`config.mk`:
```
export PLATFORM = sky130hd
export DESIGN_NAME = sdi12_sensor
export DESIGN_NICKNAME = d
export VERILOG_FILES = /design/src/pkg/sdi12_pkg.sv /design/src/verilog/sdi12_text_mem.sv /design/src/verilog/sdi12_sensor.sv
export SDC_FILE = /design/constraint.sdc
export NUM_CORES = 1
export LEC_CHECK = 0
export ABC_AREA = 0
export BUFFER_PORTS_ARGS = -buffer_cell sky130_fd_sc_hd__buf_2
export CAP_MARGIN = 40
export CORE_MARGIN = 8
export CORE_UTILIZATION = 45
export CTS_BUF_LIST = sky130_fd_sc_hd__clkbuf_8
export DETAILED_ROUTE_END_ITERATION = 16
export GPL_ROUTABILITY_DRIVEN = 0
export GPL_TIMING_DRIVEN = 0
export PLACE_DENSITY = 0.71
export SLEW_MARGIN = 30
export SYNTH_ARGS = -nofsm -noshare
export SYNTH_HDL_FRONTEND = slang
export SYNTH_SLANG_ARGS = --single-unit
```
`constraint.sdc`:
```
create_clock -name mclk -period 3.45 [get_ports mclk]
set_input_delay 0.1725 -clock mclk [delete_from_list [all_inputs] [get_ports mclk]]
set_output_delay 0.1725 -clock mclk [all_outputs]
set_load 0.02 [all_outputs]
```
`src/pkg/sdi12_pkg.sv`:
```
// shared constants and types for the sdi-12 sensor end
package sdi12_pkg;
   // clock and line timing
   localparam int CLK_HZ = 50_000_000;
   localparam int BAUD = 1200;
   localparam int BIT_CYCLES = CLK_HZ / BAUD;
   localparam int RESP_GAP_US = 8330;
   localparam int GAP_CYCLES = (RESP_GAP_US * (CLK_HZ / 1_000_000) + 0);
   localparam int TIMEOUT_MS = 100;
   localparam int TIMEOUT_CYCLES = TIMEOUT_MS * (CLK_HZ / 1000);
   // character framing: start, 7 data, even parity, stop
   localparam int DATA_BITS = 7;
   localparam int FRAME_BITS = 10;
   // characters
   localparam logic [6:0] CH_NUL = 7'h00;
   localparam logic [6:0] CH_LF = 7'h0A;
   localparam logic [6:0] CH_CR = 7'h0D;
   localparam logic [6:0] CH_BANG = 7'h21;
   localparam logic [6:0] CH_QUERY = 7'h3F;
   localparam logic [6:0] CH_ZERO = 7'h30;
   localparam logic [6:0] CH_NINE = 7'h39;
   localparam logic [6:0] CH_UA = 7'h41;
   localparam logic [6:0] CH_UZ = 7'h5A;
   localparam logic [6:0] CH_LA = 7'h61;
   localparam logic [6:0] CH_LZ = 7'h7A;
   localparam logic [6:0] CMD_D = 7'h44;
   localparam logic [6:0] CMD_I = 7'h49;
   localparam logic [6:0] CMD_M = 7'h4D;
   // default address and measure reply text "0011" (wait 001 s, 1 value)
   localparam logic [6:0] DEFAULT_ADDR = 7'h30;
   localparam logic [27:0] MEAS_TEXT = 28'h60C18B1;
   localparam logic [3:0] MEAS_LEN = 4'h4;
   // reply text memory layout
   localparam int MEM_DEPTH = 16;
   localparam logic [3:0] DATA_BASE = 4'h0;
   localparam logic [3:0] IDENT_BASE = 4'h8;
   localparam logic [3:0] REGION_LEN = 4'h8;

   typedef enum logic [1:0] {
      RK_ACK = 2'b00,
      RK_MEAS = 2'b01,
      RK_DATA = 2'b10,
      RK_IDENT = 2'b11
   } respKind_type;

   typedef struct packed {
      logic en;
      logic [3:0] addr;
      logic [6:0] data;
   } memWrite_type;
endpackage : sdi12_pkg

```
`src/verilog/sdi12_text_mem.sv`:
```
// small reply text memory with registered read data
`timescale 1ns/10ps
`default_nettype none
module sdi12_text_mem #(
   parameter int WIDTH = 7,
   parameter int DEPTH = 16
) (
   // clock and reset
   input wire logic mclk,
   input wire logic arst_n,
   // write port
   input wire logic wrEn,
   input wire logic [$clog2(DEPTH)-1:0] wrAddr,
   input wire logic [WIDTH-1:0] wrData,
   // read port
   input wire logic [$clog2(DEPTH)-1:0] rdAddr,
   output logic [WIDTH-1:0] rdData
);
   logic [WIDTH-1:0] store [DEPTH];

   // storage array, no reset
   always_ff @(posedge mclk) begin
      if (wrEn) begin
         store[wrAddr] <= wrData;
      end
   end

   // registered read
   always_ff @(posedge mclk or negedge arst_n) begin
      if (!arst_n) begin
         rdData <= '0;
      end else begin
         rdData <= store[rdAddr];
      end
   end
endmodule : sdi12_text_mem
`default_nettype wire

```
`src/verilog/sdi12_sensor.sv`:
```
// sdi-12 smart sensor end of a single data wire
// Notes on behaviour
// - line runs at 1200 baud, seven data bits, even parity, one stop
// - command set and reply forms follow protocol revision 1.3
// - first character of each command is the sensor address
// - addresses are digits, lower-case and upper-case letters only
// - question mark is wildcard address in the address query
// - sensor comes up answering address zero
// - address is followed by one command letter and optional qualifiers
// - exclamation mark ends a command
// - sensor answers every command carrying its address whose bang arrives while the reply sequencer is idle
// - every reply ends with carriage return then line feed
// - any command wakes every probe on the wire
// - only the addressed probe drives a reply
// - woken probes stay active until their own timeout, then sleep
`timescale 1ns/10ps
`default_nettype none
module sdi12_sensor #(
   parameter int BIT_CYCLES = sdi12_pkg::BIT_CYCLES,
   parameter int GAP_CYCLES = sdi12_pkg::GAP_CYCLES,
   parameter int TIMEOUT_CYCLES = sdi12_pkg::TIMEOUT_CYCLES,
   parameter logic [27:0] MEAS_TEXT = sdi12_pkg::MEAS_TEXT
) (
   // clock and reset
   input wire logic mclk,
   input wire logic arst_n,
   // data wire
   input wire logic lineIn,
   output logic lineOut,
   output logic lineOe,
   // address setting
   input wire logic addrLoad,
   input wire logic [6:0] addrValue,
   // reply text loading
   input wire sdi12_pkg::memWrite_type textWrite,
   // status
   output logic awake,
   output logic cmdStrobe,
   output logic [6:0] cmdLetter,
   output logic [6:0] myAddr
);
   localparam int CW = $clog2(TIMEOUT_CYCLES + GAP_CYCLES + BIT_CYCLES + 1);

   typedef enum logic [1:0] {
      RX_IDLE = 2'b00,
      RX_START = 2'b01,
      RX_BITS = 2'b10,
      RX_STOP = 2'b11
   } rxState_type;

   typedef enum logic [2:0] {
      RS_IDLE = 3'b000,
      RS_GAP = 3'b001,
      RS_HEAD = 3'b010,
      RS_FETCH = 3'b011,
      RS_LOOK = 3'b100,
      RS_CR = 3'b101,
      RS_LF = 3'b110,
      RS_DONE = 3'b111
   } respState_type;

   ////////////////////////////////////////////////////////////////////////////
   // line input synchroniser
   logic syncA;
   logic syncB;

   always_ff @(posedge mclk or negedge arst_n) begin
      if (!arst_n) begin
         syncA <= 1'b1;
         syncB <= 1'b1;
      end else begin
         syncA <= lineIn;
         syncB <= syncA;
      end
   end

   ////////////////////////////////////////////////////////////////////////////
   // receiver, parser and wake timer
   rxState_type rxState, next_rxState;
   logic [CW-1:0] rxCnt, next_rxCnt;
   logic [3:0] rxBit, next_rxBit;
   logic [7:0] rxShift, next_rxShift;
   logic [1:0] parsePos, next_parsePos;
   logic [6:0] cmdAddr, next_cmdAddr;
   logic [6:0] qual, next_qual;
   logic [CW-1:0] wakeCnt, next_wakeCnt;
   logic respGo, next_respGo;
   sdi12_pkg::respKind_type respKind, next_respKind;
   logic next_awake;
   logic next_cmdStrobe;
   logic [6:0] next_cmdLetter;
   logic [6:0] next_myAddr;
   logic rxValid;
   logic [6:0] rxChar;
   logic addrOk;
   logic matched;
   logic txActive;
   respState_type respState;

   always_comb begin
      next_rxState = rxState;
      next_rxCnt = rxCnt + 1'b1;
      next_rxBit = rxBit;
      next_rxShift = rxShift;
      next_parsePos = parsePos;
      next_cmdAddr = cmdAddr;
      next_qual = qual;
      next_wakeCnt = wakeCnt;
      next_respGo = 1'b0;
      next_respKind = respKind;
      next_awake = awake;
      next_cmdStrobe = 1'b0;
      next_cmdLetter = cmdLetter;
      next_myAddr = myAddr;
      rxValid = 1'b0;
      rxChar = rxShift[6:0];
      // bit sampling at mid-bit
      case (rxState)
         RX_IDLE: begin
            next_rxCnt = '0;
            if (!syncB) begin
               next_rxState = RX_START;
            end
         end
         RX_START: begin
            if (rxCnt == CW'(BIT_CYCLES / 2)) begin
               next_rxCnt = '0;
               next_rxBit = '0;
               next_rxState = syncB ? RX_IDLE : RX_BITS;
            end
         end
         RX_BITS: begin
            if (rxCnt == CW'(BIT_CYCLES - 1)) begin
               next_rxCnt = '0;
               next_rxShift = {syncB, rxShift[7:1]};
               next_rxBit = rxBit + 1'b1;
               if (rxBit == 4'(sdi12_pkg::DATA_BITS)) begin
                  next_rxState = RX_STOP;
               end
            end
         end
         RX_STOP: begin
            if (rxCnt == CW'(BIT_CYCLES - 1)) begin
               next_rxState = RX_IDLE;
               // own echo and bad parity are dropped
               rxValid = syncB && !(^rxShift) && !txActive;
            end
         end
         default: begin
            next_rxState = RX_IDLE;
         end
      endcase
      // any valid character wakes; quiet for the timeout puts to sleep
      if (rxValid || lineOe) begin
         next_awake = 1'b1;
         next_wakeCnt = '0;
      end else if (awake) begin
         if (wakeCnt == CW'(TIMEOUT_CYCLES - 1)) begin
            next_awake = 1'b0;
            next_parsePos = 2'd0;
         end else begin
            next_wakeCnt = wakeCnt + 1'b1;
         end
      end
      // command parsing
      matched = (cmdAddr == myAddr) || (cmdAddr == sdi12_pkg::CH_QUERY && parsePos == 2'd1);
      if (rxValid) begin
         if (rxChar == sdi12_pkg::CH_BANG) begin
            next_parsePos = 2'd0;
            if (parsePos != 2'd0 && matched && respState == RS_IDLE) begin
               next_respGo = 1'b1;
               next_cmdStrobe = 1'b1;
               if (parsePos == 2'd1) begin
                  next_respKind = sdi12_pkg::RK_ACK;
                  next_cmdLetter = sdi12_pkg::CH_NUL;
               end else if (cmdLetter == sdi12_pkg::CMD_M && parsePos == 2'd2) begin
                  next_respKind = sdi12_pkg::RK_MEAS;
               end else if (cmdLetter == sdi12_pkg::CMD_D && parsePos == 2'd3
                     && qual == sdi12_pkg::CH_ZERO) begin
                  next_respKind = sdi12_pkg::RK_DATA;
               end else if (cmdLetter == sdi12_pkg::CMD_I && parsePos == 2'd2) begin
                  next_respKind = sdi12_pkg::RK_IDENT;
               end else begin
                  next_respKind = sdi12_pkg::RK_ACK;
               end
            end
         end else if (parsePos == 2'd0) begin
            next_cmdAddr = rxChar;
            next_parsePos = 2'd1;
         end else if (parsePos == 2'd1) begin
            next_cmdLetter = rxChar;
            next_parsePos = 2'd2;
         end else if (parsePos == 2'd2) begin
            next_qual = rxChar;
            next_parsePos = 2'd3;
         end
      end
      // address change accepts only legal address characters
      addrOk = (addrValue >= sdi12_pkg::CH_ZERO && addrValue <= sdi12_pkg::CH_NINE)
         || (addrValue >= sdi12_pkg::CH_UA && addrValue <= sdi12_pkg::CH_UZ)
         || (addrValue >= sdi12_pkg::CH_LA && addrValue <= sdi12_pkg::CH_LZ);
      if (addrLoad && addrOk) begin
         next_myAddr = addrValue;
      end
   end

   // receiver and parser registers
   always_ff @(posedge mclk or negedge arst_n) begin
      if (!arst_n) begin
         rxState <= RX_IDLE;
         rxCnt <= '0;
         rxBit <= '0;
         rxShift <= '0;
         parsePos <= 2'd0;
         cmdAddr <= sdi12_pkg::CH_NUL;
         qual <= sdi12_pkg::CH_NUL;
         wakeCnt <= '0;
         respGo <= 1'b0;
         respKind <= sdi12_pkg::RK_ACK;
         awake <= 1'b0;
         cmdStrobe <= 1'b0;
         cmdLetter <= sdi12_pkg::CH_NUL;
         myAddr <= sdi12_pkg::DEFAULT_ADDR;
      end else begin
         rxState <= next_rxState;
         rxCnt <= next_rxCnt;
         rxBit <= next_rxBit;
         rxShift <= next_rxShift;
         parsePos <= next_parsePos;
         cmdAddr <= next_cmdAddr;
         qual <= next_qual;
         wakeCnt <= next_wakeCnt;
         respGo <= next_respGo;
         respKind <= next_respKind;
         awake <= next_awake;
         cmdStrobe <= next_cmdStrobe;
         cmdLetter <= next_cmdLetter;
         myAddr <= next_myAddr;
      end
   end

   ////////////////////////////////////////////////////////////////////////////
   // reply sequencer and transmitter
   respState_type next_respState;
   logic [CW-1:0] respCnt, next_respCnt;
   logic [3:0] pos, next_pos;
   logic next_txActive;
   logic [9:0] txShift, next_txShift;
   logic [3:0] txBit, next_txBit;
   logic [CW-1:0] txCnt, next_txCnt;
   logic next_lineOut;
   logic next_lineOe;
   logic [3:0] rdAddr;
   logic [6:0] rdData;
   logic [6:0] sendChar;
   logic sendReq;
   logic [6:0] bodyChar;

   assign rdAddr = ((respKind == sdi12_pkg::RK_IDENT) ? sdi12_pkg::IDENT_BASE
      : sdi12_pkg::DATA_BASE) + pos;

   always_comb begin
      next_respState = respState;
      next_respCnt = respCnt;
      next_pos = pos;
      next_txActive = txActive;
      next_txShift = txShift;
      next_txBit = txBit;
      next_txCnt = txCnt;
      next_lineOe = lineOe;
      sendReq = 1'b0;
      sendChar = sdi12_pkg::CH_NUL;
      case (pos[1:0])
         2'd0: bodyChar = MEAS_TEXT[27:21];
         2'd1: bodyChar = MEAS_TEXT[20:14];
         2'd2: bodyChar = MEAS_TEXT[13:7];
         default: bodyChar = MEAS_TEXT[6:0];
      endcase
      if (respKind != sdi12_pkg::RK_MEAS) begin
         bodyChar = rdData;
      end
      // reply steps
      case (respState)
         RS_IDLE: begin
            next_respCnt = '0;
            if (respGo) begin
               next_respState = RS_GAP;
            end
         end
         RS_GAP: begin
            next_respCnt = respCnt + 1'b1;
            if (respCnt == CW'(GAP_CYCLES - 1)) begin
               next_lineOe = 1'b1;
               next_respState = RS_HEAD;
            end
         end
         RS_HEAD: begin
            if (!txActive) begin
               sendReq = 1'b1;
               sendChar = myAddr;
               next_pos = '0;
               next_respState = (respKind == sdi12_pkg::RK_ACK) ? RS_CR : RS_FETCH;
            end
         end
         RS_FETCH: begin
            next_respState = RS_LOOK;
         end
         RS_LOOK: begin
            if (!txActive) begin
               if (pos == ((respKind == sdi12_pkg::RK_MEAS) ? sdi12_pkg::MEAS_LEN
                     : sdi12_pkg::REGION_LEN) || bodyChar == sdi12_pkg::CH_NUL) begin
                  next_respState = RS_CR;
               end else begin
                  sendReq = 1'b1;
                  sendChar = bodyChar;
                  next_pos = pos + 1'b1;
                  next_respState = RS_FETCH;
               end
            end
         end
         RS_CR: begin
            if (!txActive) begin
               sendReq = 1'b1;
               sendChar = sdi12_pkg::CH_CR;
               next_respState = RS_LF;
            end
         end
         RS_LF: begin
            if (!txActive) begin
               sendReq = 1'b1;
               sendChar = sdi12_pkg::CH_LF;
               next_respState = RS_DONE;
            end
         end
         RS_DONE: begin
            if (!txActive) begin
               next_lineOe = 1'b0;
               next_respState = RS_IDLE;
            end
         end
         default: begin
            next_respState = RS_IDLE;
         end
      endcase
      // frame shifter, start bit first
      if (sendReq) begin
         next_txActive = 1'b1;
         next_txShift = {1'b1, ^sendChar, sendChar, 1'b0};
         next_txBit = '0;
         next_txCnt = '0;
      end else if (txActive) begin
         next_txCnt = txCnt + 1'b1;
         if (txCnt == CW'(BIT_CYCLES - 1)) begin
            next_txCnt = '0;
            next_txShift = {1'b1, txShift[9:1]};
            next_txBit = txBit + 1'b1;
            if (txBit == 4'(sdi12_pkg::FRAME_BITS - 1)) begin
               next_txActive = 1'b0;
            end
         end
      end
      next_lineOut = next_txActive ? next_txShift[0] : 1'b1;
   end

   // reply and transmitter registers
   always_ff @(posedge mclk or negedge arst_n) begin
      if (!arst_n) begin
         respState <= RS_IDLE;
         respCnt <= '0;
         pos <= '0;
         txActive <= 1'b0;
         txShift <= '1;
         txBit <= '0;
         txCnt <= '0;
         lineOut <= 1'b1;
         lineOe <= 1'b0;
      end else begin
         respState <= next_respState;
         respCnt <= next_respCnt;
         pos <= next_pos;
         txActive <= next_txActive;
         txShift <= next_txShift;
         txBit <= next_txBit;
         txCnt <= next_txCnt;
         lineOut <= next_lineOut;
         lineOe <= next_lineOe;
      end
   end

   ////////////////////////////////////////////////////////////////////////////
   // reply text memory
   sdi12_text_mem #(
      .WIDTH(7),
      .DEPTH(sdi12_pkg::MEM_DEPTH)
   ) textMem (
      .mclk(mclk),
      .arst_n(arst_n),
      .wrEn(textWrite.en),
      .wrAddr(textWrite.addr),
      .wrData(textWrite.data),
      .rdAddr(rdAddr),
      .rdData(rdData)
   );
endmodule : sdi12_sensor
`default_nettype wire

```
# Word-level counts from Yosys, hierarchy flattened
# Memories as Yosys holds them, arrays and structs flattened. A register that Yosys moved wholly into a read port is not among the register bits.
# Cells that the tools add are included.
[word_totals]
out_inout_bits = 18
ram_bits = 112
elab_cells = 231
input_bits = 23
n_memories = 1
ff_bits = 166
[memory_table]
columns = ["memory", "depth", "width", "read_ports", "rd_clocked_by_memory_dff", "wr", "line", "rtl"]
rows = [
  ["textMem.store", 16, 7, 1, 1, 1, "sdi12_text_mem.sv:19", "logic [WIDTH-1:0] store [DEPTH];"],
]
[classes]
n_reduce_logical = 51
n_lt_le_gt_ge = 6
add_sub_neg = 8
n_mux = 89
n_eq_ne = 48
n_bitwise = 3
[op_table]
columns = ["operator", "n"]
rows = [
  ["2-to-1 mux 23 bit", 8],
  ["adder 23 x 1 -> 23 bit, second input constant", 4],
  ["case mux 23 bit (3 select lines)", 1],
  ["2-to-1 mux 7 bit", 9],
  ["2-to-1 mux 4 bit", 12],
  ["== test 23 x 16 -> 1 bit, second input constant", 2],
  ["case mux 23 bit (2 select lines)", 1],
  ["2-to-1 mux 2 bit", 18],
  ["2-to-1 mux 10 bit", 3],
  ["inequality test 2 bit, second input constant", 15],
  ["case mux 7 bit (4 select lines)", 1],
  ["2-to-1 mux 3 bit", 9],
  ["case mux 3 bit (8 select lines)", 1],
  ["== test 23 x 15 -> 1 bit, second input constant", 1],
  ["== test 23 x 19 -> 1 bit, second input constant", 1],
  ["== test 23 bit, second input constant", 1],
  ["== test 7 x 6 -> 1 bit, second input constant", 3],
  ["== test 7 bit, second input constant", 3],
  ["2-to-1 mux 1 bit", 21],
  ["case mux 4 bit (2 select lines)", 2],
  ["nonzero test 2 bit", 8],
  [">= comparator 7 bit, second input constant", 2],
  ["<= comparator 7 bit, second input constant", 2],
  ["logical AND 1 bit", 13],
  ["other kinds (31)", 64],
]

# Depth between registers and ports, before layout
[depth]
word_depth = 13
mapped_depth = 11
ltp_nobuf = 9

# Modules after synthesis
# Synthesis repeated with hierarchy kept, for this count alone.
[unflattened]
hier_cells = 1139
hier_area_um2 = 13420.4
[modules_own_cells]
columns = ["mod", "area_each_um2", "seq_area_each_um2", "instances", "cells_per_inst"]
rows = [
  ["sdi12_sensor", 8854.7, 4172.8, 1, 936],
  ["sdi12_text_mem", 4565.6, 3538.4, 1, 203],
]

# Worst setup path before layout
# OpenSTA, ideal clock, no wires.
[synth_path]
path_kind = "register -> register"
startpoint = "register pos[0]"
endpoint = "register txShift[8]"
arrival_time_ns = 2.673
synth_period_minus_slack_ns = 2.745
required_ns = 3.378
path_stages_with_launch = 11
slack_ns = 0.705
setup_ns = 0.072
n_path_buf = 2
cell_sequence = "dfrtp_1 > clkbuf_1 > clkbuf_1 > inv_1 > ha_1 > a2111oi_4 > a2bb2oi_1 > xnor2_2 > xnor3_1 > xor2_1 > o21ai_1"
[synth_via]
elab_chain_len = 11
word_cells_on_any_way = 19
classes_between = "eq/ne: 2; mux: 9; reduce/logical: 8"
[synth_rtl]
columns = ["item", "line", "rtl"]
rows = [
  ["start, declared", "sdi12_sensor.sv:246", "logic [3:0] pos, next_pos;"],
  ["start signal, assigned", "sdi12_sensor.sv:380", "pos <= next_pos;"],
  ["== test 2 x 1 -> 1 bit or zero test 2 bit (tied branches)", "sdi12_sensor.sv:273", "case (pos[1:0])"],
  ["OR reduction 2 bit (no line)", "--", ""],
  ["2-to-1 mux 1 bit", "sdi12_sensor.sv:273", ""],
  ["2-to-1 mux 7 bit", "sdi12_sensor.sv:279", "if (respKind != sdi12_pkg::RK_MEAS) begin"],
  ["zero test 7 bit", "sdi12_sensor.sv:311", ": sdi12_pkg::REGION_LEN) || bodyChar == sdi12_pkg::CH_NUL) begin"],
  ["logical OR 1 bit", "sdi12_sensor.sv:311", ""],
  ["2-to-1 mux 7 bit or 2-to-1 mux 1 bit (tied branches)", "sdi12_sensor.sv:310", "if (pos == ((respKind == sdi12_pkg::RK_MEAS) ? sdi12_pkg::MEAS_LEN"],
  ["2-to-1 mux 7 bit or 2-to-1 mux 1 bit (tied branches)", "sdi12_sensor.sv:309", "if (!txActive) begin"],
  ["case mux 7 bit (4 select lines) or case mux 1 bit (2 select lines) (tied branches)", "sdi12_sensor.sv:283", "case (respState)"],
  ["XOR reduction 7 bit or nonzero test 2 bit (tied branches)", "--", ""],
  ["2-to-1 mux 10 bit or AND reduction 2 bit (tied branches)", "--", ""],
  ["end signal, assigned", "sdi12_sensor.sv:382", "txShift <= next_txShift;"],
  ["end, declared", "sdi12_sensor.sv:248", "logic [9:0] txShift, next_txShift;"],
]
# Several ways; a longest one is shown, not always the timed one.
# A chain may end at the register's enable or synchronous reset.

# Final worst setup path
[layout_path]
startpoint = "register pos[0]"
endpoint = "register txCnt[13]"
[layout_via]
elab_chain_len = 10
word_cells_on_any_way = 13
classes_between = "eq/ne: 2; mux: 6; reduce/logical: 5"
[layout_rtl]
columns = ["item", "line", "rtl"]
rows = [
  ["== test 2 x 1 -> 1 bit or zero test 2 bit (tied branches)", "sdi12_sensor.sv:273", ""],
  ["OR reduction 2 bit (no line)", "--", ""],
  ["2-to-1 mux 1 bit", "sdi12_sensor.sv:273", ""],
  ["2-to-1 mux 7 bit", "sdi12_sensor.sv:279", ""],
  ["zero test 7 bit", "sdi12_sensor.sv:311", ""],
  ["logical OR 1 bit *", "sdi12_sensor.sv:311", ""],
  ["2-to-1 mux 1 bit *", "sdi12_sensor.sv:310", ""],
  ["2-to-1 mux 1 bit *", "sdi12_sensor.sv:309", ""],
  ["case mux 1 bit (2 select lines) *", "sdi12_sensor.sv:283", ""],
  ["2-to-1 mux 23 bit or nonzero test 2 bit (tied branches)", "--", ""],
  ["end signal, assigned", "sdi12_sensor.sv:384", "txCnt <= next_txCnt;"],
  ["end, declared", "sdi12_sensor.sv:250", "logic [CW-1:0] txCnt, next_txCnt;"],
]
# Mark *: on every way between the ends. The rest lies on a longest branch, timed or not.

==> metrics.txt <==
# TYPE chip_impl_metric gauge
chip_impl_info{name="min_delay_worst_endpoint",value="textMem.store[0][3]"} 1
chip_impl_info{name="timing.critical_path.from",value="pos[0]"} 1
chip_impl_info{name="leading_register_cell_type_out_of_synthesis",value="sky130_fd_sc_hd__dfrtp_1"} 1
chip_impl_metric{name="rrSetupSlack",unit="ns"} 0.36
chip_impl_metric{name="final_layout_size_suffix_gt1_frac",unit=""} 0.1693
chip_impl_info{name="tritoncts",value="yes"} 1
chip_impl_metric{name="power.ir.vdd_worst",unit="µV"} 419.8
chip_impl_metric{name="synthesized_flop_and_latch_total",unit=""} 285
chip_impl_metric{name="std_cell_rows",unit=""} 63
chip_impl_metric{name="dp.final_hpwl",unit="µm"} 18610
chip_impl_metric{name="post-route-min-period",unit="ns"} 3.088
chip_impl_metric{name="static-leakage-power",unit="nW"} 6.053
chip_impl_metric{name="clk_latency",unit="ns"} 0.58
chip_impl_metric{name="avg_synthesized_cell_area",unit="µm²"} 11.98
chip_impl_metric{name="die-area",unit="µm²"} 35320
chip_impl_metric{name="cp.required",unit="ns"} 3.85
chip_impl_metric{name="layoutNonFillerInstCount",unit=""} 1654
chip_impl_metric{name="maxCapViolCount",unit=""} 0
chip_impl_metric{name="holdWs",unit="ns"} 0.08055
chip_impl_metric{name="initial_antenna_violation_count",unit=""} 0
chip_impl_metric{name="post_synth_inst_count",unit=""} 1110
chip_impl_info{name="critical_r2r_capture",value="txCnt[13]"} 1
chip_impl_metric{name="antennaDiodeCount",unit=""} 0
chip_impl_metric{name="setup_viol",unit=""} 0
chip_impl_metric{name="chipHeight",unit="µm"} 187.9
chip_impl_info{name="crit_path_start_kind",value="flip-flop"} 1
chip_impl_metric{name="worst_slew_margin_rel",unit=""} 0.4612
chip_impl_metric{name="area_growth",unit="%"} 14.78
chip_impl_info{name="r2r-start",value="pos[0]"} 1
chip_impl_metric{name="first_pass_iters",unit=""} 5
chip_impl_metric{name="cts_htree_levels",unit=""} 2
chip_impl_metric{name="sequential_to_total_area_share_from_yosys_stat",unit=""} 0.5797
chip_impl_metric{name="data_arrival_critical_path",unit="ns"} 3.49
chip_impl_info{name="worstSetupPathType",value="flip-flop to flip-flop"} 1
chip_impl_metric{name="final_antenna_net_count",unit=""} 0
chip_impl_metric{name="synth.top_cell.area_share",unit=""} 0.2972
chip_impl_metric{name="post-route-worst-setup-slack",unit="ns"} 0.3615
chip_impl_metric{name="synthesis.area",unit="µm²"} 13300
chip_impl_metric{name="dr_total_vias",unit=""} 9065
chip_impl_metric{name="final_nets",unit=""} 1264
chip_impl_metric{name="core_area",unit="µm²"} 29400
chip_impl_metric{name="placed_cells_incl_taps",unit=""} 1546
chip_impl_metric{name="clock_sinks",unit=""} 285
chip_impl_metric{name="ctsLongestPathBuffers",unit=""} 3
chip_impl_metric{name="setup_slack_at_placement",unit="ns"} 0.1366
chip_impl_info{name="grt_setup_unrepaired",value="no"} 1
chip_impl_metric{name="grt_first_pass_wirelength",unit="µm"} 46370
chip_impl_metric{name="clock.fmax",unit="MHz"} 323.8
chip_impl_metric{name="synth_cell_types",unit=""} 72
chip_impl_metric{name="timing.final.hold_violations",unit=""} 0
chip_impl_metric{name="holdPathStages",unit=""} 2
chip_impl_metric{name="largest_net_degree_at_the_start_of_global_routing",unit=""} 87
chip_impl_metric{name="asyncSetResetFlopFracSynth",unit=""} 0.6070
chip_impl_info{name="synthDominantAreaCellType",value="sky130_fd_sc_hd__dfrtp_1"} 1
chip_impl_info{name="cts.root.buffer_cell",value="sky130_fd_sc_hd__clkbuf_8"} 1
chip_impl_metric{name="synth-warning-count",unit=""} 0
chip_impl_metric{name="drt-initial-drc-count",unit=""} 526
chip_impl_info{name="status",value="completed"} 1
chip_impl_metric{name="clk_transition_reported_paths",unit="ns"} 0.07
chip_impl_info{name="timing.critical_path.to_type",value="flip-flop"} 1
chip_impl_metric{name="drt-vias-per-instance",unit=""} 5.481
chip_impl_metric{name="post_cts.repair.setup_buffers",unit=""} 0
chip_impl_metric{name="crit_fanout",unit=""} 10
chip_impl_metric{name="grtUsageTotal",unit=""} 0.1579
chip_impl_metric{name="io_pins",unit=""} 41
chip_impl_info{name="hold_path.startpoint",value="textWrite[8]"} 1
chip_impl_metric{name="starting_utilization_of_the_core_area",unit=""} 0.4524
chip_impl_metric{name="tightest_slew",unit="ns"} 0.8038
chip_impl_metric{name="drt-total-wl",unit="µm"} 27880
chip_impl_info{name="hold_class",value="input port to flip-flop"} 1
chip_impl_metric{name="first_global_vias",unit=""} 9151
chip_impl_metric{name="numPortBuffers",unit=""} 40
chip_impl_metric{name="worst_clk_skew",unit="ns"} 0.05791
chip_impl_metric{name="grt_remaining_overflow",unit=""} 0
chip_impl_metric{name="period_share",unit=""} 0.8952
chip_impl_metric{name="die_width",unit="µm"} 187.9
chip_impl_metric{name="cts-buffers-inserted",unit=""} 48
chip_impl_metric{name="ff2ff_path_depth",unit=""} 10
chip_impl_metric{name="route.detailed.wl_per_inst",unit="µm"} 16.86
chip_impl_metric{name="slew_viol_final",unit=""} 0
chip_impl_metric{name="detailed_route_drc_error_count",unit=""} 0
chip_impl_metric{name="powerDensity",unit="nW/µm²"} 444.9
chip_impl_metric{name="synth_edf_count",unit=""} 112
chip_impl_info{name="ys_top_cells_by_area",value="sky130_fd_sc_hd__dfrtp_1 (30%), sky130_fd_sc_hd__edfxtp_1 (25%), sky130_fd_sc_hd__mux4_2 (5.9%)"} 1
chip_impl_metric{name="syn_nets",unit=""} 1148
[per-stage QoR]
stage               power, W  area [µm²]  TNS [ns]    util
floorplan           0.003739       13300         0       -
global placement    0.003855       13990    -82.72  0.4758
finish              0.006792       15270         0  0.5193
detailed placement  0.003871       14100         0  0.4797
global route        0.007057       15270         0  0.5193
CTS                 0.006864       15250         0  0.5185
[cells in the mapped netlist (9+ instances only)]
cell type,count
sky130_fd_sc_hd__a21oi_1,20
sky130_fd_sc_hd__a22o_1,12
sky130_fd_sc_hd__and3_1,19
sky130_fd_sc_hd__clkbuf_1,34
sky130_fd_sc_hd__dfrtp_1,158
sky130_fd_sc_hd__dfstp_2,15
sky130_fd_sc_hd__edfxtp_1,112
sky130_fd_sc_hd__ha_1,15
sky130_fd_sc_hd__inv_1,31
sky130_fd_sc_hd__mux2_2,27
sky130_fd_sc_hd__mux2i_1,15
sky130_fd_sc_hd__mux4_2,35
sky130_fd_sc_hd__nand2_1,100
sky130_fd_sc_hd__nand2b_1,11
sky130_fd_sc_hd__nand3_1,57
sky130_fd_sc_hd__nand4_1,21
sky130_fd_sc_hd__nor2_1,125
sky130_fd_sc_hd__nor2b_1,9
sky130_fd_sc_hd__nor3_1,27
sky130_fd_sc_hd__nor4_1,15
sky130_fd_sc_hd__nor4b_1,10
sky130_fd_sc_hd__o21ai_0,57
sky130_fd_sc_hd__o31ai_1,13
sky130_fd_sc_hd__xnor2_1,30
sky130_fd_sc_hd__xor2_1,41
[how the worst max path moves through the flow]
stage	endpoint	cells after the start
5_1_grt	txCnt[9]	10
3_5_place_dp	txCnt[10]	10
6_report	txCnt[13]	10
2_1_floorplan	txShift[8]	10
3_3_place_gp	rxCnt[18]	1
4_1_cts	txCnt[13]	10
[state kept, by name, indices dropped and copies added, names as in the netlist, 2 cells and up, named ones only]
name and count:
parsePos 2, cmdLetter 7, qual 7, wakeCnt 23, txCnt 23, pos 4, rxShift 8, respState 3
myAddr 7, rxBit 4, rxCnt 23, textMem.rdData 7, txShift 10, respKind 2, cmdAddr 7, textMem.store 112
respCnt 23, txBit 4
[critical path, cell delays in order, from the launching register on]
cell,delay [ns]
sky130_fd_sc_hd__dfrtp_1,0.38
sky130_fd_sc_hd__clkbuf_1,0.34
sky130_fd_sc_hd__buf_2,0.36
sky130_fd_sc_hd__inv_1,0.11
sky130_fd_sc_hd__ha_1,0.32
sky130_fd_sc_hd__a21o_1,0.23
sky130_fd_sc_hd__o2111a_1,0.34
sky130_fd_sc_hd__buf_2,0.22
sky130_fd_sc_hd__clkbuf_1,0.26
sky130_fd_sc_hd__o21ai_0,0.24
sky130_fd_sc_hd__o31ai_1,0.10
[cell families after synthesis]
family,Yosys count,synth area share
DFF,285,0.5797
and+or+nand+nor,437,0.1666
buffers and inverters,72,0.02163
xor gates and xnor gates,73,0.04967
AOI/OAI and AO/OA,151,0.07488
muxes,77,0.09341
adders and majority gates,15,0.01411
[power breakdown]
part,total [W],switching [W],internal [W]
Combinational,0.000207,0.000129,0.0000782
Sequential,0.00361,0.0000358,0.00358
Clock,0.00297,0.00137,0.00160
[timing repair]
action	in CTS	in global routing
hold buffers	18	0
gates resized for setup	0	4
endpoints found under the hold margin	287	0
setup endpoints to repair	0	23
[cell usage in the layout, fill, tap and decap left out, types with 12 or more instances in the layout]
cell type                       count
sky130_fd_sc_hd__dfrtp_1          158
sky130_fd_sc_hd__nor2_1           125
sky130_fd_sc_hd__edfxtp_1         112
sky130_fd_sc_hd__nand2_1          100
sky130_fd_sc_hd__nand3_1           57
sky130_fd_sc_hd__o21ai_0           57
sky130_fd_sc_hd__clkbuf_8          54
sky130_fd_sc_hd__inv_1             50
sky130_fd_sc_hd__buf_2             44
sky130_fd_sc_hd__xor2_1            41
sky130_fd_sc_hd__mux4_2            35
sky130_fd_sc_hd__clkbuf_1          33
sky130_fd_sc_hd__xnor2_1           30
sky130_fd_sc_hd__mux2_2            27
sky130_fd_sc_hd__nor3_1            23
sky130_fd_sc_hd__nand4_1           21
sky130_fd_sc_hd__a21oi_1           20
sky130_fd_sc_hd__and3_1            19
sky130_fd_sc_hd__dlygate4sd3_1     18
sky130_fd_sc_hd__nor4_1            15
sky130_fd_sc_hd__mux2i_1           15
sky130_fd_sc_hd__ha_1              15
sky130_fd_sc_hd__dfstp_2           15
sky130_fd_sc_hd__o31ai_1           12
sky130_fd_sc_hd__a22o_1            12
[cell type report]
type / instances / area, µm²
Fill cell: 2508 / 14130
Sequential cell: 285 / 7711
Multi-Input combinational cell: 753 / 5328
Clock buffer: 54 / 743.2
Timing Repair Buffer: 66 / 489.2
Tap cell: 390 / 488.0
Clock inverter: 34 / 219.0
Buffer: 41 / 172.7
Inverter: 31 / 116.4
[layer usage]
layer  track usage  up-vias  routed length (µm)  part of all wire
met5             0        -                   0                 0
met4       0.05152        0                 593             0.021
met1        0.2059     4489               12620              0.45
met2        0.2649      192               13610              0.49
li1              -     4333                   -                 -
met3       0.02656       51                1055             0.038
Note: power is estimated with default switching activity, not from simulation.
